**src/shared/sad_params.svh**
```systemverilog
`ifndef SAD_PARAMS_SVH
`define SAD_PARAMS_SVH

// -----------------------------------------------------------------------------
// Timing
// -----------------------------------------------------------------------------
`define SAD_CLK_NS 25
`define SAD_DONE_PULSE_NS 400
`define SAD_DONE_CYC (`SAD_DONE_PULSE_NS / `SAD_CLK_NS)
`define SAD_START_MIN_CYC 1
`define SAD_START_MAX_CYC 8

// -----------------------------------------------------------------------------
// Search sequence
// -----------------------------------------------------------------------------
`define SAD_NBITS 10
`define SAD_BIT_CYC 8
`define SAD_CONV_CYC 80
`define SAD_CNT_W 7
`define SAD_SHOT_W 5
`define SAD_PHASE_LSB 3
`define SAD_BIT_IDX_W 4
`define SAD_MSB_CODE 10'h200
`define SAD_ZERO_CODE 10'h000

// -----------------------------------------------------------------------------
// Byte-wide result layout
// -----------------------------------------------------------------------------
`define SAD_HI_LSB 2
`define SAD_LO_PAD 6
`define SAD_BYTE_TOP 2

`endif

```
**src/shared/sad_pkg.sv**
```systemverilog
`default_nettype none

package sad_pkg;

  // Pin levels passed through the input synchronisers.
  typedef struct packed {
    logic comp_above;
    logic byte_mode;
    logic read_strobe_n;
    logic start_write_n;
    logic device_select_n;
  } sad_pins_t;

  typedef enum logic [1:0] {
    SAD_IDLE,
    SAD_HOLD,
    SAD_CONV
  } sad_state_t;

endpackage

`default_nettype wire

```
**src/design/sad_ctrl.sv**
```systemverilog
`timescale 1ns/100ps
`default_nettype none
`include "sad_params.svh"

// Operation
// - While select and start are both low the search logic is held reset and no conversion runs.
// - A conversion begins 1 to 8 clocks after select or start has risen.
// - A conversion tests the MSB first, makes 10 decisions in 80 clocks, then loads the result.
// - The result is 10-bit straight binary with all ones at full scale.
// - Once the result is latched, conversion_done_n is driven low.
// - Done fed back to start with select low gives free-running conversions.
// - A start during a conversion aborts it and restarts the reset-then-convert sequence.
// - The start latch clears only on a clocked pulse after the start condition has gone.
// - Transfer fires a one-shot that holds done low for about 400 ns even during a read.
// - Select and read both low clear the done flag and enable the output latches.
// - In byte mode the result comes high byte first, left justified, low six bits zero.
// - A start request passes the synchronisers and glitch filter, so a pulse seen at fewer than two successive clock edges is lost.
module sad_ctrl (
  input wire logic sys_clk,
  input wire logic rst_b,
  input wire logic device_select_n,
  input wire logic start_write_n,
  input wire logic read_strobe_n,
  input wire logic byte_mode,
  input wire logic comp_above,
  output logic conversion_done_n,
  output logic [`SAD_NBITS-1:0] dac_code,
  output logic [`SAD_NBITS-1:0] data_bus_lines_out,
  output logic data_bus_lines_oe,
  output logic conv_busy
);

  // ---------------------------------------------------------------------------
  // Input synchronisers
  // ---------------------------------------------------------------------------
  sad_pkg::sad_pins_t pins;
  sad_pkg::sad_pins_t sync1;
  sad_pkg::sad_pins_t sync2;
  sad_pkg::sad_pins_t sync3;
  sad_pkg::sad_pins_t filt;

  assign pins = '{
    comp_above: comp_above,
    byte_mode: byte_mode,
    read_strobe_n: read_strobe_n,
    start_write_n: start_write_n,
    device_select_n: device_select_n
  };

  always_ff @(posedge sys_clk) begin
    if (!rst_b) begin
      sync1 <= '1;
      sync2 <= '1;
      sync3 <= '1;
    end else begin
      sync1 <= pins;
      sync2 <= sync1;
      sync3 <= sync2;
    end
  end

  // A level is taken only when the second and third stages agree, which
  // filters a single-cycle glitch at the cost of two more clocks of latency than the second stage.
  always_ff @(posedge sys_clk) begin
    if (!rst_b) begin
      filt <= '1;
    end else begin
      filt <= (sync2 & sync3) | (filt & (sync2 | sync3));
    end
  end

  logic start_cond;
  logic rd_active;
  assign start_cond = !filt.device_select_n && !filt.start_write_n;
  assign rd_active = !filt.device_select_n && !filt.read_strobe_n;

  // ---------------------------------------------------------------------------
  // Start latch and clear gate
  // ---------------------------------------------------------------------------
  sad_pkg::sad_state_t state;
  logic start_token_flop;
  logic start_clear_gate;
  logic [`SAD_CNT_W-1:0] conv_cnt;
  logic last_cyc;

  assign start_clear_gate = start_token_flop && !start_cond;
  assign last_cyc = conv_cnt == `SAD_CNT_W'(`SAD_CONV_CYC - 1);

  always_ff @(posedge sys_clk) begin
    if (!rst_b) begin
      state <= sad_pkg::SAD_IDLE;
    end else if (start_cond) begin
      state <= sad_pkg::SAD_HOLD;
    end else begin
      unique case (state)
        sad_pkg::SAD_IDLE: begin
          state <= sad_pkg::SAD_IDLE;
        end
        sad_pkg::SAD_HOLD: begin
          if (start_clear_gate) begin
            state <= sad_pkg::SAD_CONV;
          end
        end
        sad_pkg::SAD_CONV: begin
          if (last_cyc) begin
            state <= sad_pkg::SAD_IDLE;
          end
        end
      endcase
    end
  end

  // The token follows the latch by one clock, so the clear pulse can never
  // arrive in the same cycle that set the latch.
  always_ff @(posedge sys_clk) begin
    if (!rst_b) begin
      start_token_flop <= 1'b0;
    end else begin
      start_token_flop <= state == sad_pkg::SAD_HOLD;
    end
  end

  // ---------------------------------------------------------------------------
  // Search sequencing
  // ---------------------------------------------------------------------------
  function automatic logic [`SAD_NBITS-1:0] bit_mask(
    input logic [`SAD_BIT_IDX_W-1:0] idx
  );
    bit_mask = `SAD_NBITS'(1) << idx;
  endfunction

  logic [`SAD_BIT_IDX_W-1:0] bit_step;
  logic [`SAD_BIT_IDX_W-1:0] bit_idx;
  logic decide;
  logic [`SAD_NBITS-1:0] next_trial;

  assign bit_step = conv_cnt[`SAD_CNT_W-1:`SAD_PHASE_LSB];
  assign bit_idx = `SAD_BIT_IDX_W'(`SAD_NBITS - 1) - bit_step;
  assign decide = &conv_cnt[`SAD_PHASE_LSB-1:0];

  always_comb begin
    next_trial = dac_code;
    if (!filt.comp_above) begin
      next_trial = next_trial & ~bit_mask(bit_idx);
    end
    if (bit_idx != '0) begin
      next_trial = next_trial | bit_mask(bit_idx - `SAD_BIT_IDX_W'(1));
    end
  end

  always_ff @(posedge sys_clk) begin
    if (!rst_b) begin
      conv_cnt <= '0;
    end else if (state == sad_pkg::SAD_CONV && !start_cond && !last_cyc) begin
      conv_cnt <= conv_cnt + `SAD_CNT_W'(1);
    end else begin
      conv_cnt <= '0;
    end
  end

  always_ff @(posedge sys_clk) begin
    if (!rst_b) begin
      dac_code <= `SAD_ZERO_CODE;
    end else if (start_cond || state == sad_pkg::SAD_HOLD && !start_clear_gate) begin
      dac_code <= `SAD_ZERO_CODE;
    end else if (state == sad_pkg::SAD_HOLD) begin
      dac_code <= `SAD_MSB_CODE;
    end else if (state == sad_pkg::SAD_CONV && decide) begin
      dac_code <= next_trial;
    end
  end

  always_ff @(posedge sys_clk) begin
    if (!rst_b) begin
      conv_busy <= 1'b0;
    end else begin
      conv_busy <= state != sad_pkg::SAD_IDLE;
    end
  end

  // ---------------------------------------------------------------------------
  // Result transfer and completion flag
  // ---------------------------------------------------------------------------
  logic result_transfer_strobe;
  logic [`SAD_NBITS-1:0] result;
  logic [`SAD_SHOT_W-1:0] shot_cnt;
  logic done_set_pulse_n;

  always_ff @(posedge sys_clk) begin
    if (!rst_b) begin
      result_transfer_strobe <= 1'b0;
    end else begin
      result_transfer_strobe <= state == sad_pkg::SAD_CONV && last_cyc && !start_cond;
    end
  end

  always_ff @(posedge sys_clk) begin
    if (!rst_b) begin
      result <= `SAD_ZERO_CODE;
    end else if (state == sad_pkg::SAD_CONV && last_cyc && !start_cond) begin
      result <= next_trial;
    end
  end

  always_ff @(posedge sys_clk) begin
    if (!rst_b) begin
      shot_cnt <= '0;
    end else if (result_transfer_strobe) begin
      shot_cnt <= `SAD_SHOT_W'(`SAD_DONE_CYC);
    end else if (shot_cnt != '0) begin
      shot_cnt <= shot_cnt - `SAD_SHOT_W'(1);
    end
  end

  assign done_set_pulse_n = !(result_transfer_strobe || shot_cnt != '0);

  // Set wins over both clears, so a read held low across the end of a
  // conversion still shows the full completion pulse.
  always_ff @(posedge sys_clk) begin
    if (!rst_b) begin
      conversion_done_n <= 1'b1;
    end else if (!done_set_pulse_n) begin
      conversion_done_n <= 1'b0;
    end else if (rd_active || start_cond) begin
      conversion_done_n <= 1'b1;
    end
  end

  // ---------------------------------------------------------------------------
  // Output latches
  // ---------------------------------------------------------------------------
  logic rd_active_q;
  logic byte_low;

  always_ff @(posedge sys_clk) begin
    if (!rst_b) begin
      rd_active_q <= 1'b0;
    end else begin
      rd_active_q <= rd_active;
    end
  end

  always_ff @(posedge sys_clk) begin
    if (!rst_b) begin
      byte_low <= 1'b0;
    end else if (result_transfer_strobe) begin
      byte_low <= 1'b0;
    end else if (filt.byte_mode && rd_active_q && !rd_active) begin
      byte_low <= !byte_low;
    end
  end

  always_ff @(posedge sys_clk) begin
    if (!rst_b) begin
      data_bus_lines_oe <= 1'b0;
    end else begin
      data_bus_lines_oe <= rd_active;
    end
  end

  always_ff @(posedge sys_clk) begin
    if (!rst_b) begin
      data_bus_lines_out <= `SAD_ZERO_CODE;
    end else if (!rd_active) begin
      data_bus_lines_out <= `SAD_ZERO_CODE;
    end else if (!filt.byte_mode) begin
      data_bus_lines_out <= result;
    end else if (byte_low) begin
      data_bus_lines_out <= {`SAD_BYTE_TOP'(0), result[`SAD_HI_LSB-1:0],
                             `SAD_LO_PAD'(0)};
    end else begin
      data_bus_lines_out <= {`SAD_BYTE_TOP'(0), result[`SAD_NBITS-1:`SAD_HI_LSB]};
    end
  end

  // ---------------------------------------------------------------------------
  // Assertions
  // ---------------------------------------------------------------------------
  AST_HOLD_RESET: assert property (@(posedge sys_clk) disable iff (!rst_b)
    start_cond |=> state == sad_pkg::SAD_HOLD && conv_cnt == '0 && dac_code == '0)
    else $error("Search not held in reset under start condition.");

  AST_START_LAT: assert property (@(posedge sys_clk) disable iff (!rst_b)
    $fell(start_cond) && state == sad_pkg::SAD_HOLD |-> ##[1:8] state == sad_pkg::SAD_CONV)
    else $error("Conversion did not begin within 8 clocks of start release.");

  AST_MSB_FIRST: assert property (@(posedge sys_clk) disable iff (!rst_b)
    $rose(state == sad_pkg::SAD_CONV) |-> dac_code == `SAD_MSB_CODE)
    else $error("Search did not begin at the most significant bit.");

  AST_SEARCH_LEN: assert property (@(posedge sys_clk) disable iff (!rst_b)
    (state == sad_pkg::SAD_CONV && conv_cnt == '0) ##79
    (state == sad_pkg::SAD_CONV && !start_cond &&
    conv_cnt == `SAD_CNT_W'(`SAD_CONV_CYC - 1)) |=> result_transfer_strobe)
    else $error("Transfer strobe not issued after 80 clocks.");

  AST_DONE_FALL: assert property (@(posedge sys_clk) disable iff (!rst_b)
    result_transfer_strobe |=> !conversion_done_n ##1 !conversion_done_n)
    else $error("Done not asserted after result transfer.");

  AST_DONE_HOLD: assert property (@(posedge sys_clk) disable iff (!rst_b)
    $rose(shot_cnt == `SAD_SHOT_W'(`SAD_DONE_CYC)) |-> ##15 !conversion_done_n)
    else $error("Done pulse shorter than the one-shot time.");

  AST_READ_CLEAR: assert property (@(posedge sys_clk) disable iff (!rst_b)
    rd_active && done_set_pulse_n |=> conversion_done_n && data_bus_lines_oe)
    else $error("Read did not clear done or enable outputs.");

  AST_OE_OFF: assert property (@(posedge sys_clk) disable iff (!rst_b)
    !rd_active |=> !data_bus_lines_oe)
    else $error("Data lines driven outside a read.");

  AST_ABORT: assert property (@(posedge sys_clk) disable iff (!rst_b)
    state == sad_pkg::SAD_CONV && start_cond |=> state == sad_pkg::SAD_HOLD && !result_transfer_strobe)
    else $error("Start during conversion did not abort it.");

  AST_LATCH_KEEP: assert property (@(posedge sys_clk) disable iff (!rst_b)
    state == sad_pkg::SAD_HOLD && start_cond |=> state == sad_pkg::SAD_HOLD)
    else $error("Start latch cleared while start condition persisted.");

  AST_BYTE_PAD: assert property (@(posedge sys_clk) disable iff (!rst_b)
    rd_active && filt.byte_mode && byte_low |=> data_bus_lines_out[`SAD_LO_PAD-1:0] == '0)
    else $error("Low byte padding not zero.");

endmodule
`default_nettype wire

```
**config.mk**
```make
export PLATFORM = sky130hd
export DESIGN_NAME = sad_ctrl
export DESIGN_NICKNAME = d
export VERILOG_FILES = /design/src/shared/sad_pkg.sv /design/src/design/sad_ctrl.sv
export VERILOG_INCLUDE_DIRS = /design/src /design/src/shared
export SDC_FILE = /design/constraint.sdc
export NUM_CORES = 1
export LEC_CHECK = 0
export BUFFER_PORTS_ARGS = -buffer_cell sky130_fd_sc_hd__buf_2
export CAP_MARGIN = 20
export CORE_MARGIN = 4
export CORE_UTILIZATION = 65
export CTS_BUF_LIST = sky130_fd_sc_hd__clkbuf_4 sky130_fd_sc_hd__clkbuf_8
export DETAILED_ROUTE_END_ITERATION = 8
export PLACE_DENSITY = 0.83
export SLEW_MARGIN = 25
export SYNTH_ARGS = -nofsm -noshare
export SYNTH_HDL_FRONTEND = slang
export SYNTH_SLANG_ARGS = --single-unit
```
**constraint.sdc**
```tcl
create_clock -name sys_clk -period 5.2 [get_ports sys_clk]
set_clock_uncertainty 0.1 [all_clocks]
set_input_delay 0 -clock sys_clk [delete_from_list [all_inputs] [get_ports sys_clk]]
set_output_delay 0 -clock sys_clk [all_outputs]
set_load 0.005 [all_outputs]
```
# Yosys cells after proc, flatten, opt, wreduce, memory -nomap -nowiden
# Index checks and enable logic that the tools add are counted.
# word_totals
regBits	70
inputBits	7
word_cells	108
# op_classes
add_sub_neg	4
eq_ne	7
shifts	2
mux	14
bitwise	8
n_reduce_logical	38
# op_table
cell	n
10-bit two-way mux	5
1-bit by 4-bit << shifter with 10-bit output, first input constant	2
1-bit logical AND	11
10-bit bitwise AND	1
5-bit bitwise AND	2
5-bit two-way mux	2
10-bit inverter	1
10-bit OR	1
5-bit OR	2
1-bit zero test	8
8-bit two-way mux	1
2-bit AND reduction	4
2-bit nonzero test	4
7-bit by 1-bit adder with 7-bit output, second input constant	1
7-bit == test, second input constant	1
3-bit != test, second input constant	2
2-bit case mux with 3 select lines	1
2-bit OR reduction	3
5-bit nonzero test	1
5-bit by 1-bit subtractor with 5-bit output, second input constant	1
2-bit two-way mux	2
2-bit != test, second input constant	2
4-bit nonzero test	1
4-bit by 1-bit subtractor with 4-bit output, second input constant	1
9 further kinds	13

# Depth between registers and ports, before layout
# logic_depth
word_depth	9
mapped_depth	9
ltp_nobuf	8

# Worst setup path before layout
# Ideal clock, no wire load.
# synth_timing
path_kind	reg2reg
startpoint	reg conv_cnt[4]
endpoint	reg result[4]
setup_ps	116
arrival_ps	1984
path_slack_ps	3000
path_stages_with_launch	10
path_buffers	2
period_less_slack_ps	2200
path_cell_list	dfxtp_1 -> buf_4 -> inv_1 -> ha_1 -> ha_1 -> buf_6 -> or3b_1 -> a22oi_1 -> nand2_1 -> o211a_1
# synth_via
elab_chain_cells	7
elab_cells_between_ends	13
classes_between	2 x add/sub; 1 x eq/ne; 2 x shift; 2 x mux; 3 x bitwise; 3 x reduce/logical
# synth_lines
element	line_no	source
start, declared	sad_ctrl.sv:83	logic [`SAD_CNT_W-1:0] conv_cnt;
start signal, assigned	sad_ctrl.sv:155	conv_cnt <= conv_cnt + `SAD_CNT_W'(1);
branches (longest 7 deep; another with 4-bit subtractor)	--	
end signal, assigned	sad_ctrl.sv:199	result <= `SAD_ZERO_CODE;
end signal, assigned	sad_ctrl.sv:201	result <= next_trial;
end, declared	sad_ctrl.sv:185	logic [`SAD_NBITS-1:0] result;
# Several ways; the timed one is not identified.
# A chain may end at the register's enable or synchronous reset.

# Worst setup path after layout
# layout_timing
startpoint	reg conv_cnt[4]
endpoint	reg result[0]
# Same word-level chain as after synthesis.

==> flow_summary.ini <==
[routing]
drc = 0
first_pass_iters = 4
wirelength_mm = 5.488
num_vias = 2114
drt_iter0_markers = 98
detail_route.wl_per_cell_um = 14.44
vias_per_cell = 5.563
drtAntennaViolNets = 0

[setup_path]
cp-end-kind = register
r2r-start = conv_cnt[4]
critPathKind = reg -> reg
crit_path_start_kind = register
reg2reg_slack_ns = 2.63
r2r_cells = 7
rr_endpoint = result[0]
required_ns = 5.34
crit_path_max_fanout = 14
worst_ep_arrival_time_ns = 2.71
critPathLaunch = conv_cnt[4]

[min_path]
hold_depth = 2
hold_class = in -> reg
worstHoldStart = rst_b
min_to = sync3[3]

[timing]
finalMaxSlewViolations = 0
worst_pin_slew_ns = 0.6850
period_minus_slack_ns = 2.569
fin_setup_tns_ns = 0
fmax_mhz = 389.3
final_hold_viol_count = 0
period_share_pct = 49.40
rsz0062_at_grt = no
max_slew_margin_pct = 54.29
setup_violations = 0

[status]
status = completed

[logic_synthesis]
synth.most_common_cell = dfxtp_1
synthFlopType = dfxtp_1
synth-edff-count = 0
synthTopCellsByCount = dfxtp_1 (70), nor2_1 (37), nand2b_1 (26)
netlist_area_mm2 = 0.002796
synth-warning-count = 0
ys_ff_latch = 70
synthArstFlopShare_pct = 0
synth_area_leader_cell = dfxtp_1
synth_area_leaders = dfxtp_1 (50%), nand2b_1 (5.8%), nor2_1 (5.0%)
ys_seq_area_share_pct = 50.11
synth.top_cell.area_share_pct = 50.11
synthCells = 295
syn_area_per_cell_um2 = 9.479
synth_fp_nets = 310
synthDistinctLibCells = 42

[clock_network]
cts_made_buffers = 9
clk_path_buf_depth = 2
cts_hold_buffers = 5
clkTransAtPathRegs_ns = 0.08
ctsHtreeMaxLevel = 3
cts_tree = built
cts.sinks = 70
postCtsSetupBuffers = 0
post_cts_resized = 0
clk_latency_ns = 0.34
cts-root-buf = clkbuf_8

[layout]
finalCoreUtilization_pct = 78.63
design_area_mm2 = 0.003213
nets = 340
syn2layout_area_growth_pct = 14.90
drive_gt1_share_pct = 16.06
antenna_cells = 0
layout.cells.non_filler = 380
multi_input_area_mm2 = 0.001264
register_area_mm2 = 0.001401
fillers = 277

[global_route]
grt_pass1_vias = 2075
grt_pass1_wl_mm = 9.377
grt_max_degree = 39
grt-ovfl-total = 0
antenna_found_initial = 0
gr-usage-all-layers_pct = 22.82

[floorplan]
initial_core_util_pct = 68.43
fp.dieW_um = 73.59
die_height_um = 73.59
rows = 23
ios = 30
core_area_mm2 = 0.004086
die-area_mm2 = 0.005415

[flow_run]
cap_violations = 0

[pwr]
ir_drop_v = 0.0003024
power_density_mw_per_mm2 = 374.5
p_leak_uw = 0.001302

[placement]
dp.cells = 359
io_buffers = 29
dp_hpwl_mm = 3.763
place_area_mm2 = 0.002918
gp_congestion = 0.8728
[state kept, by name, summed over array words and instances (netlist names), 2 cells and up]
name / cells
dac_code: 10
filt: 5
data_bus_lines_out: 10
sync2: 5
state: 2
sync1: 5
conv_cnt: 7
sync3: 5
result: 10
shot_cnt: 5
[worst max-delay path by stage]
stage,to,slack (ns)
5_1_grt,dac_code[9],2.44
3_5_place_dp,result[0],2.67
6_report,result[0],2.63
4_1_cts,dac_code[9],2.65
2_1_floorplan,result[4],3.00
3_3_place_gp,result[0],2.72
[per-layer routing]
metal  share of wire (%)  global-route usage, %  vias up
met3                 3.5                  4.651       14
met4                 2.5                  12.47        0
li1                    -                      -     1084
met1                  46                  27.86      980
met5                   0                      0        -
met2                  48                  37.40       36
[where the power goes]
part	switching, µW	internal, µW
logic	53.4	45.6
clock network	200	331
registers	15.6	558
[metrics by stage]
| step | hold WS (ns) | setup slack [ns] | total power (µW) |
|---|---|---|---|
| 6_report | 0.02676 | 2.631 | 1203 |
| 3_5_place_dp | 0.08490 | 2.675 | 678.7 |
| 4_1_cts | 0.01602 | 2.651 | 1208 |
| 5_1_grt | 0.07260 | 2.436 | 1250 |
| 3_3_place_gp | 0.08324 | 2.717 | 671.2 |
| 2_1_floorplan | 0.001471 | 3.000 | 657.8 |
[layout make-up]
cell class	count	share of cell area (%)
Inverter	12	1.402
Sequential cell	70	43.61
Tap cell	50	1.947
Clock buffer	11	4.322
Multi-Input combinational cell	198	39.33
Timing Repair Buffer	34	6.075
Clock inverter	5	3.310
[critical path: stages (launching register included)]
cell and delay, ns:
dfxtp_1 0.59, inv_1 0.12, ha_1 0.25, ha_1 0.46, or3b_2 0.50, a22oi_1 0.20
nand2_1 0.09, o211a_1 0.16
[cells by family after synthesis]
| logic type | count (synthesis) | synth area share, % |
|---|---|---|
| mux | 2 | 0.7159 |
| fa+ha+maj | 8 | 3.580 |
| compound gates | 66 | 15.62 |
| flops | 70 | 50.11 |
| simple gates | 115 | 23.09 |
| xor+xnor | 7 | 2.192 |
| buf+inv | 27 | 4.698 |
[layout by cell type (no fill, tap or decap), types with 2 or more instances in the layout]
cell / synthesis / layout
o21ai_0: 10 / 10
a22oi_1: 5 / 5
a32oi_1: 5 / 5
a21oi_1: 22 / 22
nand2b_1: 26 / 26
and2_1: 2 / 2
nor3b_1: 3 / 3
ha_1: 8 / 8
xnor2_1: 5 / 5
clkbuf_4: 0 / 2
inv_1: 11 / 11
o21ai_1: 2 / 2
nor2b_1: 6 / 6
a211oi_1: 12 / 12
nand3b_1: 8 / 8
or4_1: 2 / 2
clkbuf_8: 0 / 9
nand3_1: 5 / 5
o21a_1: 2 / 2
nand2_1: 11 / 11
dlygate4sd3_1: 0 / 5
o211a_1: 3 / 3
nor3_1: 7 / 7
dfxtp_1: 70 / 70
buf_2: 3 / 29
nor2_1: 37 / 37
bufinv_16: 0 / 3
xor2_1: 2 / 2
mux2i_1: 2 / 2
No activity file was read; power rests on OpenSTA's default activity.
